## config.mk

```make
export PLATFORM = sky130hd
export DESIGN_NAME = ddp_dual_dma
export DESIGN_NICKNAME = d
export VERILOG_FILES = /design/src/ddp_pkg.sv /design/src/ddp_dual_dma.sv
export VERILOG_INCLUDE_DIRS = /design/src
export SDC_FILE = /design/constraint.sdc
export NUM_CORES = 1
export LEC_CHECK = 0
export BUFFER_PORTS_ARGS = -buffer_cell sky130_fd_sc_hd__buf_2
export CAP_MARGIN = 20
export CORE_MARGIN = 2
export CORE_UTILIZATION = 52
export CTS_BUF_LIST = sky130_fd_sc_hd__clkbuf_8
export DETAILED_ROUTE_END_ITERATION = 10
export PLACE_DENSITY = 0.83
export SYNTH_ARGS = -nofsm -noshare
export SYNTH_HDL_FRONTEND = slang
export SYNTH_SLANG_ARGS = --single-unit
```

## constraint.sdc

```tcl
create_clock -name core_clk -period 4.19 [get_ports core_clk]
set_input_delay 0.419 -clock core_clk [delete_from_list [all_inputs] [get_ports core_clk]]
set_output_delay 0.419 -clock core_clk [all_outputs]
set_load 0.05 [all_outputs]
```

## src/ddp_regs.svh

```systemverilog
`ifndef DDP_REGS_SVH
`define DDP_REGS_SVH
// i/o addresses of the channel 0 source address bytes
`define DDP_CH0_SRC_L_ADDR  8'hEE
`define DDP_CH0_SRC_H_ADDR  8'hEF
`define DDP_CH0_SRC_U_ADDR  8'hF0
// control register field positions
`define DDP_CTL_EN_BIT      0
`define DDP_CTL_BURST_BIT   1
`define DDP_CTL_IE_BIT      6
// reset values
`define DDP_CTL_RESET       8'h00
`define DDP_COUNT_TERMINAL  16'h0000
// cpu gap between stolen bytes, in clocks
`define DDP_STEAL_GAP       4'h8
`endif

```

## src/ddp_pkg.sv

```systemverilog
package ddp_pkg;
  typedef enum logic [3:0] {
    DDP_IDLE = 4'b0001,
    DDP_XFER = 4'b0010,
    DDP_GAP  = 4'b0100,
    DDP_DONE = 4'b1000
  } ddp_state_t;
endpackage

```

## src/ddp_dual_dma.sv

```systemverilog
// Overview of operation
// - channel 0 wins over channel 1 unless both steal
// - channel 0 burst finishes before channel 1
// - both steal: alternate bytes, 8 cpu clocks
// - alternation lasts until a channel finishes
// - ch0 steal, ch1 burst: ch1 waits
// - done interrupt only when control bit 6 set
// - interrupt enables cleared by reset
// - done when 16-bit count reaches 0000h
// - pending interrupt cleared by clearing enable bit
// - clearing interrupt enable keeps request asserted
// - cpu i/o reaches channel 0 source bytes
`timescale 1ns/1ps
`include "ddp_regs.svh"
module ddp_dual_dma
  import ddp_pkg::*;
(
  input  wire logic        core_clk,
  input  wire logic        reset,
  input  wire logic [7:0]  ioAddr,
  input  wire logic [7:0]  ioWrData,
  input  wire logic        ioWr,
  input  wire logic        ioRd,
  input  wire logic [7:0]  ch0CtlWr,
  input  wire logic        ch0CtlWrEn,
  input  wire logic [7:0]  ch1CtlWr,
  input  wire logic        ch1CtlWrEn,
  input  wire logic [15:0] ch0CountLoad,
  input  wire logic [15:0] ch1CountLoad,
  input  wire logic        busDone,
  output logic [7:0]       ioRdData,
  output logic [7:0]       ch0ControlReg,
  output logic [7:0]       ch1ControlReg,
  output logic [23:0]      ch0SrcAddr,
  output logic             busReq,
  output logic             busChan,
  output logic [1:0]       dmaIrq
);
  logic [7:0]  ctl_q [2];
  logic [15:0] count_q [2];
  logic [1:0]  irq_q;
  logic [23:0] src_q;
  logic [7:0]  rd_q;
  logic [3:0]  gap_q;
  logic        chan_q;
  logic        lastChan_q;
  ddp_state_t  state_q;
  logic [1:0]  en;
  logic [1:0]  burst;
  logic [1:0]  pick;
  logic        sel;
  logic [7:0]  ctlWr [2];
  logic        ctlWrEn [2];
  logic [15:0] countLoad [2];
  logic        load [2];
  logic        step [2];

  // per-channel views of the write ports so that one loop serves both channels
  assign ctlWr[0]     = ch0CtlWr;
  assign ctlWr[1]     = ch1CtlWr;
  assign ctlWrEn[0]   = ch0CtlWrEn;
  assign ctlWrEn[1]   = ch1CtlWrEn;
  assign countLoad[0] = ch0CountLoad;
  assign countLoad[1] = ch1CountLoad;

  // per-channel control, byte counter and completion interrupt
  for (genvar c = 0; c < 2; c++) begin : g_chan
    // only a rising enable reloads the count; rewriting an enabled channel keeps its progress
    assign load[c]  = ctlWrEn[c] && ctlWr[c][`DDP_CTL_EN_BIT] && !ctl_q[c][`DDP_CTL_EN_BIT];
    // one byte of this channel has just been moved by the system bus
    assign step[c]  = (state_q == DDP_XFER) && busDone && (chan_q == 1'(c));
    // a channel stops asking once its counter sits at the terminal value
    assign en[c]    = ctl_q[c][`DDP_CTL_EN_BIT] && (count_q[c] != `DDP_COUNT_TERMINAL);
    assign burst[c] = ctl_q[c][`DDP_CTL_BURST_BIT];

    // control register: reset clears enable and interrupt enable
    always_ff @(posedge core_clk or posedge reset) begin
      if (reset) begin
        ctl_q[c] <= `DDP_CTL_RESET;
      end else if (ctlWrEn[c]) begin
        ctl_q[c] <= ctlWr[c];
      end
    end

    // byte counter: loaded on enable, counts down once per byte moved
    always_ff @(posedge core_clk or posedge reset) begin
      if (reset) begin
        count_q[c] <= `DDP_COUNT_TERMINAL;
      end else if (load[c]) begin
        count_q[c] <= countLoad[c];
      end else if (step[c]) begin
        count_q[c] <= count_q[c] - 16'h0001;
      end
    end

    // sticky completion interrupt; the set wins over a clear in the same cycle
    // clearing only the interrupt enable leaves a raised request standing
    always_ff @(posedge core_clk or posedge reset) begin
      if (reset) begin
        irq_q[c] <= 1'b0;
      end else if (step[c] && count_q[c] == 16'h0001 && ctl_q[c][`DDP_CTL_IE_BIT]) begin
        irq_q[c] <= 1'b1;
      end else if (!ctl_q[c][`DDP_CTL_EN_BIT]) begin
        irq_q[c] <= 1'b0;
      end
    end
  end

  // arbitration: ch1 only when ch0 idle or both channels stealing and it is ch1's turn
  // a burst on either side means channel 0 runs to completion first
  always_comb begin
    pick = 2'b00;
    if (en[0] && !en[1]) begin
      pick = 2'b01;
    end else if (!en[0] && en[1]) begin
      pick = 2'b10;
    end else if (en[0] && en[1]) begin
      if (burst[0] || burst[1]) begin
        pick = 2'b01;
      end else begin
        pick = lastChan_q ? 2'b01 : 2'b10;
      end
    end
  end
  assign sel = pick[1];

  // transfer sequencer; steal mode always returns the bus for the gap
  // idle: grant to the picked channel; xfer: hold the bus until the byte or block ends
  // gap: the cpu owns the bus for the stolen-byte gap, then one idle cycle to re-arbitrate
  // limitation: a burst already under way is not cut short by a later channel 0 enable
  always_ff @(posedge core_clk or posedge reset) begin
    if (reset) begin
      state_q    <= DDP_IDLE;
      gap_q      <= 4'h0;
      chan_q     <= 1'b0;
      lastChan_q <= 1'b1;
      busReq     <= 1'b0;
      busChan    <= 1'b0;
    end else begin
      case (state_q)
        DDP_IDLE: begin
          if (pick != 2'b00) begin
            state_q <= DDP_XFER;
            chan_q  <= sel;
            busReq  <= 1'b1;
            busChan <= sel;
          end
        end
        DDP_XFER: begin
          if (busDone) begin
            lastChan_q <= chan_q;
            if (!burst[chan_q]) begin
              busReq  <= 1'b0;
              state_q <= DDP_GAP;
              gap_q   <= `DDP_STEAL_GAP;
            end else if (count_q[chan_q] == 16'h0001) begin
              busReq  <= 1'b0;
              state_q <= DDP_DONE;
            end
          end
        end
        DDP_GAP: begin
          if (gap_q == 4'h1) state_q <= DDP_IDLE;
          gap_q <= gap_q - 4'h1;
        end
        DDP_DONE: state_q <= DDP_IDLE;
        default: state_q <= DDP_IDLE;
      endcase
    end
  end

  // channel 0 source address bytes, undefined until written
  // no reset on purpose: software must load all three bytes before use
  always_ff @(posedge core_clk) begin
    if (ioWr && ioAddr == `DDP_CH0_SRC_L_ADDR) begin
      src_q[7:0] <= ioWrData;
    end
    if (ioWr && ioAddr == `DDP_CH0_SRC_H_ADDR) begin
      src_q[15:8] <= ioWrData;
    end
    if (ioWr && ioAddr == `DDP_CH0_SRC_U_ADDR) begin
      src_q[23:16] <= ioWrData;
    end
  end

  // read port; unmapped addresses answer zero
  always_ff @(posedge core_clk or posedge reset) begin
    if (reset) rd_q <= 8'h00;
    else if (ioRd) begin
      case (ioAddr)
        `DDP_CH0_SRC_L_ADDR: rd_q <= src_q[7:0];
        `DDP_CH0_SRC_H_ADDR: rd_q <= src_q[15:8];
        `DDP_CH0_SRC_U_ADDR: rd_q <= src_q[23:16];
        default: rd_q <= 8'h00;
      endcase
    end
  end

  // registered outputs
  always_ff @(posedge core_clk or posedge reset) begin
    if (reset) begin
      dmaIrq        <= 2'b00;
      ch0ControlReg <= 8'h00;
      ch1ControlReg <= 8'h00;
      ch0SrcAddr    <= 24'h000000;
    end else begin
      dmaIrq        <= irq_q;
      ch0ControlReg <= ctl_q[0];
      ch1ControlReg <= ctl_q[1];
      ch0SrcAddr    <= src_q;
    end
  end
  assign ioRdData = rd_q;
endmodule

```

* Word-level counts from Yosys, hierarchy flattened
Cells that the tools add are included.
** Word-level totals
- Bits in registers :: 135
- Bits of input ports :: 71
- Logic and storage cells :: 112
- Output and inout port bits :: 52
** Operators by class
- Eq/ne operators :: 17
- Muxes and demuxes :: 33
- Add/sub/neg operators :: 3
- Order comparisons :: 2
- Reduce and logical (&&, ||, !) cells :: 36
- Bitwise operators :: 2
** Operators with widths (count)
- two-way mux 16 bit :: 7
- equality test 16 x 1 -> 1 bit, second input constant :: 3
- nonzero test 16 bit :: 2
- subtractor 16 x 1 -> 16 bit, second input constant :: 2
- two-way mux 4 bit :: 7
- equality test 8 bit, second input constant :: 3
- one-hot mux 8 bit (3 select lines) :: 1
- logical AND 1 bit :: 19
- one-hot mux 4 bit (3 select lines) :: 1
- two-way mux 1 bit :: 10
- two-way mux 2 bit :: 5
- nonzero test 2 bit :: 5
- equality test 4 x 1 -> 1 bit, second input constant :: 2
- != test 2 bit, second input constant :: 4
- one-hot mux 4 bit (2 select lines) :: 1
- AND reduction 4 bit :: 2
- equality test 4 x 2 -> 1 bit, second input constant :: 1
- equality test 4 x 3 -> 1 bit, second input constant :: 1
- logical NOT 1 bit :: 4
- != test 2 x 1 -> 1 bit, second input constant :: 2
- AND reduction 2 bit :: 2
- subtractor 4 x 1 -> 4 bit, second input constant :: 1
- != test 3 x 2 -> 1 bit, second input constant :: 1
- AND reduction 3 bit :: 1
- other kinds (6) :: 6

* Logic depth before layout (Yosys ltp)
- Depth in word-level cells :: 9
- Depth in mapped cells :: 6
- Gate-level depth less buffers :: 6

* Least setup slack after synthesis
No wires, ideal clock.
- Kind :: input-to-reg
- From :: input ioAddr[0]
- To :: register src_q[16], enable pin
- Data arrival time :: 1687 ps
- Slack :: 2171 ps
- Data required time :: 3858 ps
- Setup time :: 332 ps
- Stages on the path :: 3
- Path buffers :: 0
- Path through :: nor4_1 nor3b_1 and2_1
** Between the ends
- Longest elaborated chain between the ends :: 2
** Ends and longest elaborated chain
- from (decl) :: RTL line ddp_dual_dma.sv:20 : input wire logic [7:0] ioAddr,
- equality test 8 bit
- logical AND 1 bit (no line)
- to (signal assigned) :: RTL line ddp_dual_dma.sv:182 : src_q[23:16] <= ioWrData;
- to (decl) :: RTL line ddp_dual_dma.sv:42 : logic [23:0] src_q;
Every way passes these cells.
A chain may end at the register's enable or synchronous reset.

* Final worst setup path
- From :: register state_q[3]
- To :: register count_q[26] (netlist name)
** Between the ends
- Longest elaborated chain between the ends :: 4
** Ends and longest elaborated chain
- from (decl) :: RTL line ddp_dual_dma.sv:47 : ddp_state_t state_q;
- from (signal assigned) :: RTL line ddp_dual_dma.sv:133 : state_q <= DDP_IDLE;
- from (signal assigned) :: RTL line ddp_dual_dma.sv:143 : state_q <= DDP_XFER;
- from (signal assigned) :: RTL line ddp_dual_dma.sv:154 : state_q <= DDP_GAP;
- equality test 4 x 2 -> 1 bit :: RTL line ddp_dual_dma.sv:71 : assign step[c] = (state_q == DDP_XFER) && busDone && (chan_q == 1'(c));
- logical AND 1 bit (2 in series) :: RTL line ddp_dual_dma.sv:71
- nonzero test 2 bit (no line)
- to (signal, indexed assignment) :: RTL line ddp_dual_dma.sv:88 : count_q[c] <= `DDP_COUNT_TERMINAL;
- to (signal, indexed assignment) :: RTL line ddp_dual_dma.sv:90 : count_q[c] <= countLoad[c];
- to (signal, indexed assignment) :: RTL line ddp_dual_dma.sv:92 : count_q[c] <= count_q[c] - 16'h0001;
- to (decl) :: RTL line ddp_dual_dma.sv:40 : logic [15:0] count_q [2];
Every way passes these cells.

==> results_dict.tcl <==
set metrics [dict create \
    synth_commonest_cells "dfrtp_1 (109), nand2_1 (43), o21ai_0 (34)" \
    synth_most_common_cell "dfrtp_1" \
    r2r_cells 4 \
    cts_tree "done" \
    syn_area_um2 5710 \
    crit_required_ps 4550 \
    drt_iter0_markers 269 \
    status "complete, but fails checks" \
    multiInputGateArea_um2 2080 \
    die-area_um2 11800 \
    port_buffers 122 \
    startpoint "state_q[3]" \
    routed_wl_um 12600 \
    cp_max_fo 17 \
    start_kind "flop" \
    rows 38 \
    grt_pass1_vias 4257 \
    die_h_um 109 \
    area_growth_pct 20.5 \
    synth-edff-count 24 \
    start_util_pct 52.9 \
    min-delay-path-class "in2async" \
    grt_max_degree 88 \
    synth_ff_type "dfrtp_1" \
    violations "negative hold slack" \
    fin_setup_tns_ps 0 \
    grt_pass1_wl_um 20300 \
    fin_nets 675 \
    rsz0062_at_grt "no" \
    yosysTopAreaCell "dfrtp_1" \
    cts_buffers 17 \
    fin_crit_sh_pct 57.3 \
    wire_per_inst_um 16.8 \
    clockPowerShare_pct 31.1 \
    clkLatencyLatePin_ps 440 \
    syn_nets 547 \
    cp-end-kind "flop" \
    cts.sinks 135 \
    finalClockSkew_ps 12.4 \
    die_x_um 109 \
    max_slew_margin_pct 27.6 \
    grt_usage_pct 22.5 \
    power_switching_w 0.00123 \
    p_per_area_nw_per_um2 513 \
    p_seq_share_pct 47.8 \
    fin_crit_ps 2400 \
    setup_viol 0 \
    vdd_drop_max_uv 397 \
    vias 4299 \
    detail_route.first_pass.iterations 5 \
    insertedDiodeCount 0 \
    syn_area_per_cell_um2 12.2 \
    yosys_register_bits 135 \
    p_leak_nw 2.91 \
    cp.arrival_ps 2760 \
    drive_gt1_share_pct 31.9 \
    synth_cells 468 \
    post_cts_resized 0 \
    htreeDepth 4 \
    clockRootBuffer "clkbuf_8" \
    switching_share_pct 34.9 \
    ant_nets 0 \
    antenna_found_initial 0 \
    post-cts-setup-buffers 0 \
    holdBufCountCts 0 \
    path_class "reg2reg" \
    synth.top_cell.area_share_pct 47.8 \
    coreArea_um2 10800 \
    finalHoldViolCount 11 \
    clk_path_buf_depth 2 \
    clk_pin_slew_ps 90 \
    max_freq_mhz 417 \
    drv_cap 0 \
    reg2reg_from "state_q[3]" \
    ys_seq_area_share_pct 61.4 \
    vias_per_cell 5.74 \
    holdWs_ps -18.0 \
    internal_power_w 0.00229 \
    gp_congestion 0.855 \
    regArea_um2 3500 \
    hpwl_um 8810 \
    drc 0 \
    yosysWarnings 0 \
    slew_violations 0 \
    synth_area_leaders "dfrtp_1 (48%), edfxtp_1 (13%), mux2_2 (3.8%)" \
    synth-async-reset-ratio_pct 82.2 \
    fillers 821 \
    tightest_slew_ps 1080 \
    comb_power_share_pct 21.1 \
    synth_cell_types 58 \
    globalRouteOverflowTotal 0 \
    pin_count 123 \
]
==> state kept, by name (all words and copies together), names as in the netlist <==
signal and cells:
chan_q 1, irq_q 2, state_q 4, lastChan_q 1, ctl_q 14, count_q 32
src_q 24, burst 2, ch0SrcAddr 24, busReq 1, ioRdData 8, dmaIrq 2
gap_q 4, ch1ControlReg 8, ch0ControlReg 8
==> worst max-delay path: stages, from the launching register on <==
cell     delay [ps]
dfrtp_1         450
nor4b_4         750
nand4_1         440
or4_1           520
a31oi_1         170
==> metal layers <==
| layer | vias up | global-route usage (%) | share of wire [%] |
|---|---|---|---|
| met4 | 0 | 7.97 | 1.5 |
| met5 | - | 0 | 0 |
| met2 | 190 | 35.8 | 50 |
| met3 | 19 | 8.01 | 7.7 |
| li1 | 1988 | - | - |
| met1 | 2102 | 28.5 | 41 |
==> final cells by class <==
cell class | count | area share, %
multi-input combinational | 303 | 30.3
clock buffer | 17 | 3.40
inverter | 14 | 0.801
timing repair buffer | 125 | 9.50
clock inverter | 15 | 2.55
tap | 140 | 2.55
sequential | 135 | 50.9
==> cell usage in the layout (no fill, tap or decap), types with 3 or more instances in the layout <==
cell type  count
and3_1         3
nor3_1        13
nor4b_1        3
inv_1         13
o221ai_1       3
and3b_1        3
a22oi_1        9
clkinv_4       3
nor2b_1        8
clkbuf_8      17
and2_1         8
inv_6          4
dfrtp_1      109
mux2_2        19
or4_1          4
buf_2        122
nand4b_1       3
mux2i_1        6
o21ai_0       34
xnor2_1        8
o22ai_1        3
nand2_1       43
nor4_1         6
nor2_1        14
o211ai_1       4
nor4_2         5
edfxtp_1      24
nand3b_1       3
o21ai_1        5
inv_8          6
a21oi_1        6
nand4_1       11
nand3_1       11
ha_1           8
a31oi_1       12
xor2_1        10
or3_1         11
==> power by group through the flow <==
stage                     sequential [W]  combinational [W]  clock, W
after floorplan                  0.00174           0.000507         0
after global placement           0.00169           0.000715         0
after detailed placement         0.00170           0.000739         0
after CTS                        0.00168           0.000742   0.00112
after global routing             0.00171           0.000825   0.00117
final                            0.00168           0.000743   0.00110
==> cell families (layout without fill, tap and decap cells) <==
logic type	Yosys count	in the layout	synth area share, %
AOI/OAI and AO/OA	89	89	9.78
xor gates and xnor gates	18	18	2.76
adders and majority gates	8	8	1.75
buffers and inverters	30	171	2.15
DFF	135	135	61.4
muxes	26	26	5.00
and+or+nand+nor	162	162	17.2
==> final timing paths <==
kind / endpoint / slack [ps]
max: count_q[26] / 1790
min: ch0SrcAddr[2] / -20
max reg2reg: count_q[26] / 1790
min reg2reg: ch1ControlReg[3] / 370
max in group asynchronous: count_q[3] / 3190
min in group core_clk: count_q[10] / 180
==> stage by stage <==
| step | setup WS [ps] | util (%) | power, W | cell area (um^2) | instances |
|---|---|---|---|---|---|
| 2_1_floorplan | 844 | - | 0.00224 | 5710 | 468 |
| 3_3_place_gp | 1920 | 59.7 | 0.00241 | 6440 | 716 |
| 5_1_grt | 1600 | 63.7 | 0.00371 | 6880 | 749 |
| 4_1_cts | 1820 | 63.4 | 0.00354 | 6850 | 748 |
| 6_report | 1790 | 63.7 | 0.00352 | 6880 | 749 |
| 3_5_place_dp | 1770 | 59.7 | 0.00244 | 6440 | 716 |
Power figures use the tool's default switching activity.
